`src/rtl/sysref_clock_control_map.vh`:
```
// Purpose: offsets, fields, resets and timing for the clock control block
// Assumes: 20 MHz reference clock, byte-wide registers
// Notes: included by the clock control register block
`ifndef SYSREF_CLOCK_CONTROL_MAP_VH
`define SYSREF_CLOCK_CONTROL_MAP_VH

// Register addresses (15-bit serial address space)
`define ADDR_SOFT_RESET 15'h0000
`define ADDR_CAPTURE_CTRL 15'h0029
`define ADDR_CLOCK_INPUT 15'h002a
`define ADDR_SAMPLE_TUNE 15'h002b
`define ADDR_EDGE_POS_LO 15'h002c
`define ADDR_EDGE_POS_MID 15'h002d
`define ADDR_EDGE_POS_HI 15'h002e

// Reset values
`define RST_CAPTURE_CTRL 8'h00
`define RST_CLOCK_INPUT 8'h00
`define RST_SAMPLE_TUNE 8'h11

// Soft reset register field
`define BIT_SOFT_RESET 7

// Capture control fields
`define BIT_PROCESSOR_ON 6
`define BIT_RECEIVER_ON 5
`define BIT_FINE_STEP 4
`define FLD_DELAY_HI 3
`define FLD_DELAY_LO 0

// Clock input control fields
`define BIT_SYSREF_TS 3
`define BIT_CLK_PECL 2
`define BIT_SYSREF_PECL 1
`define BIT_POLARITY_FLIP 0

// Sample clock tuning fields
`define BIT_FEEDBACK_GAIN 4
`define BIT_NOISE_SUPPRESS 2
`define FLD_SAMPLE_DLY_HI 1
`define FLD_SAMPLE_DLY_LO 0

// Serial frame layout
`define FRAME_HEADER_BITS 5'd16
`define FRAME_LAST_BIT 5'd23

// Soft reset quiet time
`define CLK_PERIOD_NS 50
`define SOFT_RESET_NS 750
// 750 ns at 50 ns per cycle, sized to the quiet counter
`define SOFT_RESET_CYCLES 5'd15

`endif

```
`src/rtl/sysref_clock_control_regs.v`:
```
// Purpose: clock and SYSREF control registers behind a serial control port
// Assumes: serial pins sampled on i_ref_clk, sclk well below clock rate
// Notes: one 24-bit frame per access, read flag first, no streaming
`timescale 1ns/10ps
`include "sysref_clock_control_map.vh"

module sysref_clock_control_regs (
  // Clock, reset, enable
  input wire i_ref_clk,
  input wire i_sys_rst,
  input wire i_clk_en,
  // Serial control port
  input wire i_spi_cs_n,
  input wire i_spi_sclk,
  input wire i_spi_sdi,
  output reg o_spi_sdo,
  output reg o_spi_sdo_oe_n,
  // SYSREF path
  input wire i_sysref,
  input wire [23:0] i_edge_position_status,
  output reg o_sysref_event,
  // Timestamp on sample LSB
  input wire i_timestamp_enable,
  input wire i_decimation_bypass,
  input wire i_sample_lsb,
  output reg o_sample_lsb,
  // Capture control fields
  output reg o_sysref_processor_on,
  output reg o_sysref_receiver_on,
  output reg o_window_fine_step,
  output reg [3:0] o_capture_delay_choice,
  // Clock input control fields
  output reg o_sysref_as_timestamp,
  output reg o_clock_input_pecl_mode,
  output reg o_sysref_input_pecl_mode,
  output reg o_sysref_polarity_flip,
  // Sample clock tuning fields
  output reg o_feedback_gain_high,
  output reg o_supply_noise_suppress,
  output reg [1:0] o_sample_clock_delay,
  // Soft reset in progress
  output reg o_soft_reset_busy
);

  // Register file and serial state
  reg [7:0] capture_ctrl_q;
  reg [7:0] clock_input_q;
  reg [7:0] sample_tune_q;
  reg [22:0] shift_q;
  reg [4:0] bit_cnt_q;
  reg [7:0] tx_q;
  reg sclk_q;
  reg [4:0] quiet_cnt_q;
  reg sysref_q;
  // Read flag kept apart, the shifter carries it away on the last rise
  reg read_frame_q;

  // Frame layout, first bit on the wire first:
  //   bit 23      read flag, one for a read
  //   bits 22..8  register address, most significant first
  //   bits 7..0   write data, or don't-care on a read
  // Read data leaves on the falls after the sixteenth rise, so the
  // master sees each bit settled before the rise that takes it.
  // A frame cut short by the select going high leaves no trace: the
  // bit counter restarts and nothing is committed.
  // While the soft reset settles every frame is dropped whole; a
  // master that ignores the quiet time loses its access silently.
  // Limitation: no streaming, one byte per selected frame only.

  wire sclk_rise;
  wire sclk_fall;
  wire frame_active;
  wire [14:0] hdr_addr;
  wire [14:0] wr_addr;
  wire [7:0] wr_data;
  wire wr_commit;
  wire soft_reset_hit;
  wire sysref_aligned;
  wire ts_carry;

  // Read data for one address; unmapped reads return zero
  function [7:0] read_byte;
    input [14:0] addr;
    input [7:0] cap;
    input [7:0] cin;
    input [7:0] tun;
    input [23:0] pos;
    begin
      case (addr)
        `ADDR_CAPTURE_CTRL: read_byte = cap;
        `ADDR_CLOCK_INPUT: read_byte = cin;
        `ADDR_SAMPLE_TUNE: read_byte = tun;
        `ADDR_EDGE_POS_LO: read_byte = pos[7:0];
        `ADDR_EDGE_POS_MID: read_byte = pos[15:8];
        `ADDR_EDGE_POS_HI: read_byte = pos[23:16];
        default: read_byte = 8'h00;
      endcase
    end
  endfunction

  // Serial edge detection on the sampled clock pin
  assign sclk_rise = i_spi_sclk & ~sclk_q;
  assign sclk_fall = ~i_spi_sclk & sclk_q;
  // Frames are ignored while the soft reset settles
  assign frame_active = ~i_spi_cs_n & ~o_soft_reset_busy;

  // Header as seen on the sixteenth rising edge
  assign hdr_addr = {shift_q[13:0], i_spi_sdi};
  // Write fields as seen on the last rising edge
  // Flag sits in bit 22, address in 21..7, data in 6..0 plus the pin
  assign wr_addr = shift_q[21:7];
  assign wr_data = {shift_q[6:0], i_spi_sdi};
  assign wr_commit = frame_active & sclk_rise & (bit_cnt_q == `FRAME_LAST_BIT)
    & ~shift_q[22];
  assign soft_reset_hit = wr_commit & (wr_addr == `ADDR_SOFT_RESET)
    & wr_data[`BIT_SOFT_RESET];

  // Serial shifter, bit counter and read data
  always @(posedge i_ref_clk or posedge i_sys_rst) begin
    if (i_sys_rst) begin
      sclk_q <= 1'b0;
      shift_q <= 23'h000000;
      bit_cnt_q <= 5'h00;
      tx_q <= 8'h00;
      o_spi_sdo <= 1'b0;
      o_spi_sdo_oe_n <= 1'b1;
    end else if (i_clk_en) begin
      sclk_q <= i_spi_sclk;
      if (!frame_active) begin
        // Deselect ends any partial frame
        bit_cnt_q <= 5'h00;
        o_spi_sdo_oe_n <= 1'b1;
      end else begin
        if (sclk_rise) begin
          shift_q <= {shift_q[21:0], i_spi_sdi};
          bit_cnt_q <= bit_cnt_q + 5'h01;
          if (bit_cnt_q == `FRAME_HEADER_BITS - 5'd1) begin
            tx_q <= read_byte(hdr_addr, capture_ctrl_q, clock_input_q,
              sample_tune_q, i_edge_position_status);
          end
        end
        // Read data leaves on falling edges after the header
        if (sclk_fall && bit_cnt_q >= `FRAME_HEADER_BITS && read_frame_q) begin
          o_spi_sdo <= tx_q[7];
          tx_q <= {tx_q[6:0], 1'b0};
          o_spi_sdo_oe_n <= 1'b0;
        end
      end
    end
  end

  // Read flag taken on the first rise and held to the end of the frame
  always @(posedge i_ref_clk or posedge i_sys_rst) begin
    if (i_sys_rst) begin
      read_frame_q <= 1'b0;
    end else if (i_clk_en) begin
      if (!frame_active) begin
        // Cleared between frames so a stale read never drives the pin
        read_frame_q <= 1'b0;
      end else if (sclk_rise && bit_cnt_q == 5'h00) begin
        read_frame_q <= i_spi_sdi;
      end
    end
  end

  // Quiet counter after a soft reset
  always @(posedge i_ref_clk or posedge i_sys_rst) begin
    if (i_sys_rst) begin
      quiet_cnt_q <= 5'h00;
      o_soft_reset_busy <= 1'b0;
    end else if (i_clk_en) begin
      if (soft_reset_hit) begin
        quiet_cnt_q <= `SOFT_RESET_CYCLES;
        o_soft_reset_busy <= 1'b1;
      end else if (quiet_cnt_q != 5'h00) begin
        quiet_cnt_q <= quiet_cnt_q - 5'h01;
        o_soft_reset_busy <= (quiet_cnt_q != 5'h01);
      end
    end
  end

  // Control registers; soft reset restores defaults, bit itself self-clears
  always @(posedge i_ref_clk or posedge i_sys_rst) begin
    if (i_sys_rst) begin
      capture_ctrl_q <= `RST_CAPTURE_CTRL;
      clock_input_q <= `RST_CLOCK_INPUT;
      sample_tune_q <= `RST_SAMPLE_TUNE;
    end else if (i_clk_en) begin
      if (soft_reset_hit) begin
        capture_ctrl_q <= `RST_CAPTURE_CTRL;
        clock_input_q <= `RST_CLOCK_INPUT;
        sample_tune_q <= `RST_SAMPLE_TUNE;
      end else if (wr_commit) begin
        // Whole bytes stored, reserved bits included
        // Status and unmapped addresses fall through untouched
        if (wr_addr == `ADDR_CAPTURE_CTRL) begin
          capture_ctrl_q <= wr_data;
        end
        if (wr_addr == `ADDR_CLOCK_INPUT) begin
          clock_input_q <= wr_data;
        end
        if (wr_addr == `ADDR_SAMPLE_TUNE) begin
          sample_tune_q <= wr_data;
        end
      end
    end
  end

  // Field outputs, one cycle behind the register file
  always @(posedge i_ref_clk or posedge i_sys_rst) begin
    if (i_sys_rst) begin
      o_sysref_processor_on <= 1'b0;
      o_sysref_receiver_on <= 1'b0;
      o_window_fine_step <= 1'b0;
      o_capture_delay_choice <= 4'h0;
      o_sysref_as_timestamp <= 1'b0;
      o_clock_input_pecl_mode <= 1'b0;
      o_sysref_input_pecl_mode <= 1'b0;
      o_sysref_polarity_flip <= 1'b0;
      o_feedback_gain_high <= 1'b1;
      o_supply_noise_suppress <= 1'b0;
      o_sample_clock_delay <= 2'h1;
    end else if (i_clk_en) begin
      o_sysref_processor_on <= capture_ctrl_q[`BIT_PROCESSOR_ON];
      o_sysref_receiver_on <= capture_ctrl_q[`BIT_RECEIVER_ON];
      o_window_fine_step <= capture_ctrl_q[`BIT_FINE_STEP];
      o_capture_delay_choice <=
        capture_ctrl_q[`FLD_DELAY_HI:`FLD_DELAY_LO];
      o_sysref_as_timestamp <= clock_input_q[`BIT_SYSREF_TS];
      o_clock_input_pecl_mode <= clock_input_q[`BIT_CLK_PECL];
      o_sysref_input_pecl_mode <= clock_input_q[`BIT_SYSREF_PECL];
      o_sysref_polarity_flip <= clock_input_q[`BIT_POLARITY_FLIP];
      o_feedback_gain_high <= sample_tune_q[`BIT_FEEDBACK_GAIN];
      o_supply_noise_suppress <= sample_tune_q[`BIT_NOISE_SUPPRESS];
      o_sample_clock_delay <=
        sample_tune_q[`FLD_SAMPLE_DLY_HI:`FLD_SAMPLE_DLY_LO];
    end
  end

  // SYSREF after the receiver and the polarity selector
  assign sysref_aligned = (i_sysref ^ clock_input_q[`BIT_POLARITY_FLIP])
    & capture_ctrl_q[`BIT_RECEIVER_ON];
  // Timestamp path only exists with the down-converter bypassed
  assign ts_carry = clock_input_q[`BIT_SYSREF_TS] & i_timestamp_enable
    & i_decimation_bypass;

  // SYSREF event detect and sample LSB substitution
  always @(posedge i_ref_clk or posedge i_sys_rst) begin
    if (i_sys_rst) begin
      sysref_q <= 1'b0;
      o_sysref_event <= 1'b0;
      o_sample_lsb <= 1'b0;
    end else if (i_clk_en) begin
      sysref_q <= sysref_aligned;
      // Rising edge only counts while the processor runs
      o_sysref_event <= sysref_aligned & ~sysref_q
        & capture_ctrl_q[`BIT_PROCESSOR_ON];
      o_sample_lsb <= ts_carry ? sysref_aligned : i_sample_lsb;
    end
  end

endmodule

```
`config.mk`:
```
export PLATFORM = sky130hd
export DESIGN_NAME = sysref_clock_control_regs
export DESIGN_NICKNAME = d
export VERILOG_FILES = /design/src/rtl/sysref_clock_control_regs.v
export VERILOG_INCLUDE_DIRS = /design/src /design/src/rtl
export SDC_FILE = /design/constraint.sdc
export NUM_CORES = 1
export LEC_CHECK = 0
export BUFFER_PORTS_ARGS = -buffer_cell sky130_fd_sc_hd__clkbuf_2
export CORE_MARGIN = 4
export CORE_UTILIZATION = 35
export CTS_BUF_LIST = sky130_fd_sc_hd__clkbuf_4
export CTS_CLUSTER_DIAMETER = 30
export DETAILED_ROUTE_END_ITERATION = 6
export PLACE_DENSITY_LB_ADDON = 0.1
export SLEW_MARGIN = 40
export SYNTH_ARGS = -nofsm -noshare
export SYNTH_HDL_FRONTEND = slang
export SYNTH_SLANG_ARGS = --single-unit
```
`constraint.sdc`:
```
create_clock -name i_ref_clk -period 4.1 [get_ports i_ref_clk]
set_input_delay 0.82 -clock i_ref_clk [delete_from_list [all_inputs] [get_ports i_ref_clk]]
set_output_delay 0.82 -clock i_ref_clk [all_outputs]
set_load 0.005 [all_outputs]
```
---- After elaboration in Yosys (flattened, before gate mapping) ----
Index checks and enable logic that the tools add are counted.
operators by class
  equality and inequality tests ........... 15
  multiplexer cells ....................... 24
  reductions and logical operators ........ 23
  $lt $le $gt $ge ......................... 1
  $add $sub $neg .......................... 2
  bitwise operators ....................... 20
operator list
  kind                                                                     number
  15-bit by 6-bit == test with 1-bit output, second input constant         9
  8-bit 2-to-1 mux                                                         12
  8-bit one-hot mux with 6 select lines                                    1
  5-bit 2-to-1 mux                                                         4
  15-bit zero test                                                         1
  3-bit AND reduction                                                      5
  2-bit nonzero test                                                       7
  1-bit bitwise AND                                                        13
  2-bit AND reduction                                                      4
  1-bit 2-to-1 mux                                                         7
  1-bit NOT                                                                6
  5-bit by 1-bit adder with 5-bit output, second input constant            1
  5-bit by 4-bit == test with 1-bit output, second input constant          1
  5-bit == test, second input constant                                     1
  5-bit >= comparator, second input constant                               1
  5-bit zero test                                                          1
  5-bit by 1-bit inequality test with 1-bit output, second input constant  1
  5-bit nonzero test                                                       1
  5-bit by 1-bit subtractor with 5-bit output, second input constant       1
  2-bit by 1-bit inequality test with 1-bit output, second input constant  2
  4-bit AND reduction                                                      1
  1-bit logical AND                                                        3
  2-bit inequality test, second input constant                             1
  1-bit bitwise XOR                                                        1
storage, ports and cells
  word-level logic and storage cells ...... 111
  bits in registers ....................... 88
  output and inout port bits .............. 20
  input bits .............................. 34

---- Depth between registers and ports, before layout ----
  depth in word-level cells ............... 9
  gate-level depth with buffers ........... 7

---- Worst setup path after synthesis ----
No wires, ideal clock.
  kind .................................... input -> register
  start ................................... in i_spi_cs_n
  end ..................................... reg capture_ctrl_q[1]
  setup slack ............................. 1846 ps
  stages on the path ...................... 5
  setup time .............................. 121 ps
  buffers on the path ..................... 0
  data arrival time ....................... 2133 ps
  data required time ...................... 3979 ps
  path through ............................ or2_2 nor4_1 nor3b_4 o21ai_2 a22o_1
between the ends
  cells in the longest elaborated chain, start to end .. 9
  elaborated cells on any way between the ends .. 11
  classes of those cells .................. mux: 1; bitwise: 7; reduce/logical: 3
ends and longest elaborated chain
  element                               line                             RTL
  from (decl)                           sysref_clock_control_regs.v:13   input wire i_spi_cs_n,
  1-bit NOT *                           sysref_clock_control_regs.v:105  assign frame_active = ~i_spi_cs_n & ~o_soft_reset_busy;
  1-bit bitwise AND *                   sysref_clock_control_regs.v:105
  1-bit bitwise AND * (3 in series)     sysref_clock_control_regs.v:113  assign wr_commit = frame_active & sclk_rise & (bit_cnt_q == `FRAME_LAST_BIT)
  1-bit bitwise AND (2 in series)       sysref_clock_control_regs.v:115  assign soft_reset_hit = wr_commit & (wr_addr == `ADDR_SOFT_RESET)
  2-bit nonzero test (no source line)   --
  3-bit AND reduction (no source line)  --
  to (signal assigned)                  sysref_clock_control_regs.v:185  capture_ctrl_q <= `RST_CAPTURE_CTRL;
  to (signal assigned)                  sysref_clock_control_regs.v:190  capture_ctrl_q <= `RST_CAPTURE_CTRL;
  to (signal assigned)                  sysref_clock_control_regs.v:197  capture_ctrl_q <= wr_data;
  to (decl)                             sysref_clock_control_regs.v:46   reg [7:0] capture_ctrl_q;
Every way passes the cells marked *; elsewhere a longest branch is shown, timed or not.
A chain may end at the register's enable or synchronous reset.

---- Worst setup path after layout ----
  start ................................... reg shift_q[8]
  end ..................................... reg tx_q[2]
between the ends
  cells in the longest elaborated chain, start to end .. 5
  elaborated cells on any way between the ends .. 10
  classes of those cells .................. eq/ne: 6; mux: 4
ends and longest elaborated chain
  element                                    line                             RTL
  from (decl)                                sysref_clock_control_regs.v:49   reg [22:0] shift_q;
  from (signal assigned)                     sysref_clock_control_regs.v:135  shift_q <= {shift_q[21:0], i_spi_sdi};
  15-bit by 6-bit == test with 1-bit output  sysref_clock_control_regs.v:89   case (addr)
  8-bit one-hot mux with 6 select lines *    sysref_clock_control_regs.v:89
  8-bit 2-to-1 mux *                         sysref_clock_control_regs.v:137  if (bit_cnt_q == `FRAME_HEADER_BITS - 5'd1) begin
  8-bit 2-to-1 mux *                         sysref_clock_control_regs.v:134  if (sclk_rise) begin
  8-bit 2-to-1 mux *                         sysref_clock_control_regs.v:143  if (sclk_fall && bit_cnt_q >= `FRAME_HEADER_BITS && read_frame_q) begin
  to (signal assigned)                       sysref_clock_control_regs.v:138  tx_q <= read_byte(hdr_addr, capture_ctrl_q, clock_input_q,
  to (signal assigned)                       sysref_clock_control_regs.v:145  tx_q <= {tx_q[6:0], 1'b0};
  to (decl)                                  sysref_clock_control_regs.v:51   reg [7:0] tx_q;
Every way passes the cells marked *; elsewhere a longest branch is shown, timed or not. The select of a mux whose other input is x is not followed.

==> flow_summary.json <==
{
  "outcome": "finished clean",
  "worst_pin_slew_ns": 0.6818,
  "synth-seq-area-share": 0.5406,
  "groute.usage.overall": 0.1586,
  "grt_pass1_vias": 2986,
  "route.detailed.drc": 0,
  "clock_latency_ns": 0.42,
  "cts_tree": "done",
  "postSynthAreaPerCell_um2": 11.81,
  "coreArea_um2": 11420,
  "critPathMaxFanout": 9,
  "worstPathCellList": "or4_1 -> or2_1 -> nor4b_4 -> a222oi_1 -> a21oi_1",
  "ctsResizeCount": 0,
  "final_layout_size_suffix_gt1_frac": 0.3219,
  "setup_viol": 0,
  "cp_top_family": "simple AND/OR/NAND/NOR gates",
  "finalHoldViolations": 0,
  "cp-end-kind": "register",
  "fin_crit_ns": 2.532,
  "grt_max_degree": 51,
  "num_antenna_cells": 0,
  "critPathSlowestCell": "or4_1",
  "path_clk_slew_ns": 0.13,
  "firstDrtPassIters": 4,
  "drt_wl_total_mm": 9.970,
  "rsz0062_at_grt": "false",
  "cts.sinks": 88,
  "powerDensity_nw_per_um2": 341.8,
  "path_buf_inv": 0,
  "synth.cell_area_um2": 4085,
  "slew_viol_final": 0,
  "clock-root-buffer": "clkbuf_4",
  "tns_ns": 0,
  "clk_path_buf_depth": 2,
  "place_congestion": 0.7748,
  "min-delay-path-class": "input pin to async pin",
  "synth-seq-cells": 88,
  "cpPeakStageDelay_ns": 0.59,
  "port-buffer-count": 53,
  "dieArea_um2": 13460,
  "grt_overflow": 0,
  "dp_hpwl_mm": 7.373,
  "avgViaCountPerCell": 5.384,
  "grt_pass1_wl_mm": 16.33,
  "slew_headroom": 0.5449,
  "die_h_um": 116.0,
  "synthFlopType": "dfrtp_1",
  "synth_edf_count": 0,
  "reg2reg_depth": 5,
  "area_growth_syn_to_layout_pct": 13.54,
  "drtAntennaViolNets": 0,
  "clock_skew_ns": 0.01075,
  "p_total_w": 0.001585,
  "htree_levels": 3,
  "postCtsHoldBufs": 0,
  "fmax_mhz": 395.0,
  "crit_path_start_kind": "register",
  "crit_cells": 5,
  "synth_cell_type_count": 49,
  "syn_nets": 386,
  "ios": 54,
  "layout_common_cells": "dfrtp_1, clkbuf_2, mux2_2, nand2_1, a22o_1",
  "antenna_found_initial": 0,
  "async_flop_share": 1.000,
  "postCtsSetupBuffers": 0,
  "p_leak_nw": 2.204,
  "peakVddDrop_v": 0.0001928,
  "start_util": 0.3578,
  "path_class": "register to register",
  "drtIter0Drc": 205,
  "wl_per_cell_um": 18.13,
  "yosys_warnings": 0,
  "crit_arrival_ns": 2.88,
  "cts_buffers": 9,
  "required_ns": 4.45,
  "num-nets-final": 442,
  "rows": 39,
  "die_w_um": 116.0,
  "vias": 2961,
  "syn_inst": 346,
  "final_common_cell": "dfrtp_1",
  "post-route-period-util": 0.6175,
  "drv_cap": 0
}
[synthesized netlist by cell type (all sizes together) (4+ instances only)]
master   n  area, um2
mux2    40      450.4
inv     11      41.29
dfstp    5      131.4
dfrtp   83       2077
nand3    7      35.03
a21oi   22      110.1
clkbuf   9      33.78
or4      5      37.54
ha       6      75.07
a22oi   10      75.07
a222oi   7      70.07
nand2   25      93.84
o22ai    8      50.05
o21ai   21      116.4
nor2    13      48.80
a22o    23      201.4
nor3     4      25.02
or2      5      31.28
[path summary, 6_finish.rpt]
check                                              start                                end  slack, ns
worst max-delay path              shift_q[8]$_DFFE_PP0P_                tx_q[2]$_DFFE_PP0P_       1.57
worst min-delay path                           i_sys_rst  o_sysref_as_timestamp$_DFFE_PP0P_       0.44
worst max register to register    shift_q[8]$_DFFE_PP0P_                tx_q[2]$_DFFE_PP0P_       1.57
worst min register to register  read_frame_q$_DFFE_PP0P_           read_frame_q$_DFFE_PP0P_       0.49
max in group asynchronous                      i_sys_rst         o_spi_sdo_oe_n$_DFFE_PP1P_       2.90
min in group i_ref_clk          read_frame_q$_DFFE_PP0P_           read_frame_q$_DFFE_PP0P_       0.49
[power by group]
group / total (W) / internal [W] / leakage, nW / switching, W
registers: 0.000966 / 0.000907 / 1.19 / 0.0000591
clock network: 0.000427 / 0.000152 / 0.0640 / 0.000275
logic: 0.000192 / 0.0000834 / 0.950 / 0.000109
[sequential cells by signal, summed over array words and instances (netlist names), 4 cells and up]
signal / count
o_capture_delay_choice: 4
quiet_cnt_q: 5
bit_cnt_q: 5
capture_ctrl_q: 8
clock_input_q: 8
tx_q: 8
shift_q: 23
sample_tune_q: 8
[per-layer routing]
layer  wire [um]  share of wire  vias up  track usage
li1            -              -     1418            -
met1        4633           0.46     1465       0.2191
met2        4710           0.47       76       0.2535
met3         584          0.059        2      0.03499
met4          41         0.0041        0      0.04176
met5           0              0        -            0
[final cells by class]
cell class,instances,area (um2)
inverter,11,42.54
fill,1152,6780
timing repair buffer,57,307.8
tap,143,178.9
multi-input combinational,235,1783
clock buffer,13,97.59
sequential,88,2208
clock inverter,3,20.02
[kinds of logic after synthesis]
| kind of cell | after synthesis | synth area share |
|---|---|---|
| and+or+nand+nor | 90 | 0.1388 |
| adders and majority gates | 6 | 0.01838 |
| DFF | 88 | 0.5406 |
| muxes | 41 | 0.1127 |
| buffers and inverters | 23 | 0.02297 |
| xor gates and xnor gates | 4 | 0.008577 |
| AOI/OAI and AO/OA | 94 | 0.1580 |
[metrics by stage]
step	setup WS, ns	cells	hold WS (ns)	cell area [um2]	util
global route	1.408	550	0.4648	4638	0.4062
detailed placement	1.495	534	0.4712	4521	0.3959
global placement	1.543	534	0.4741	4521	0.3959
floorplan	1.010	346	0.4388	4085	-
CTS	1.551	550	0.4273	4638	0.4062
finish	1.568	550	0.4358	4638	0.4062
(Power assumes the default switching activity.)
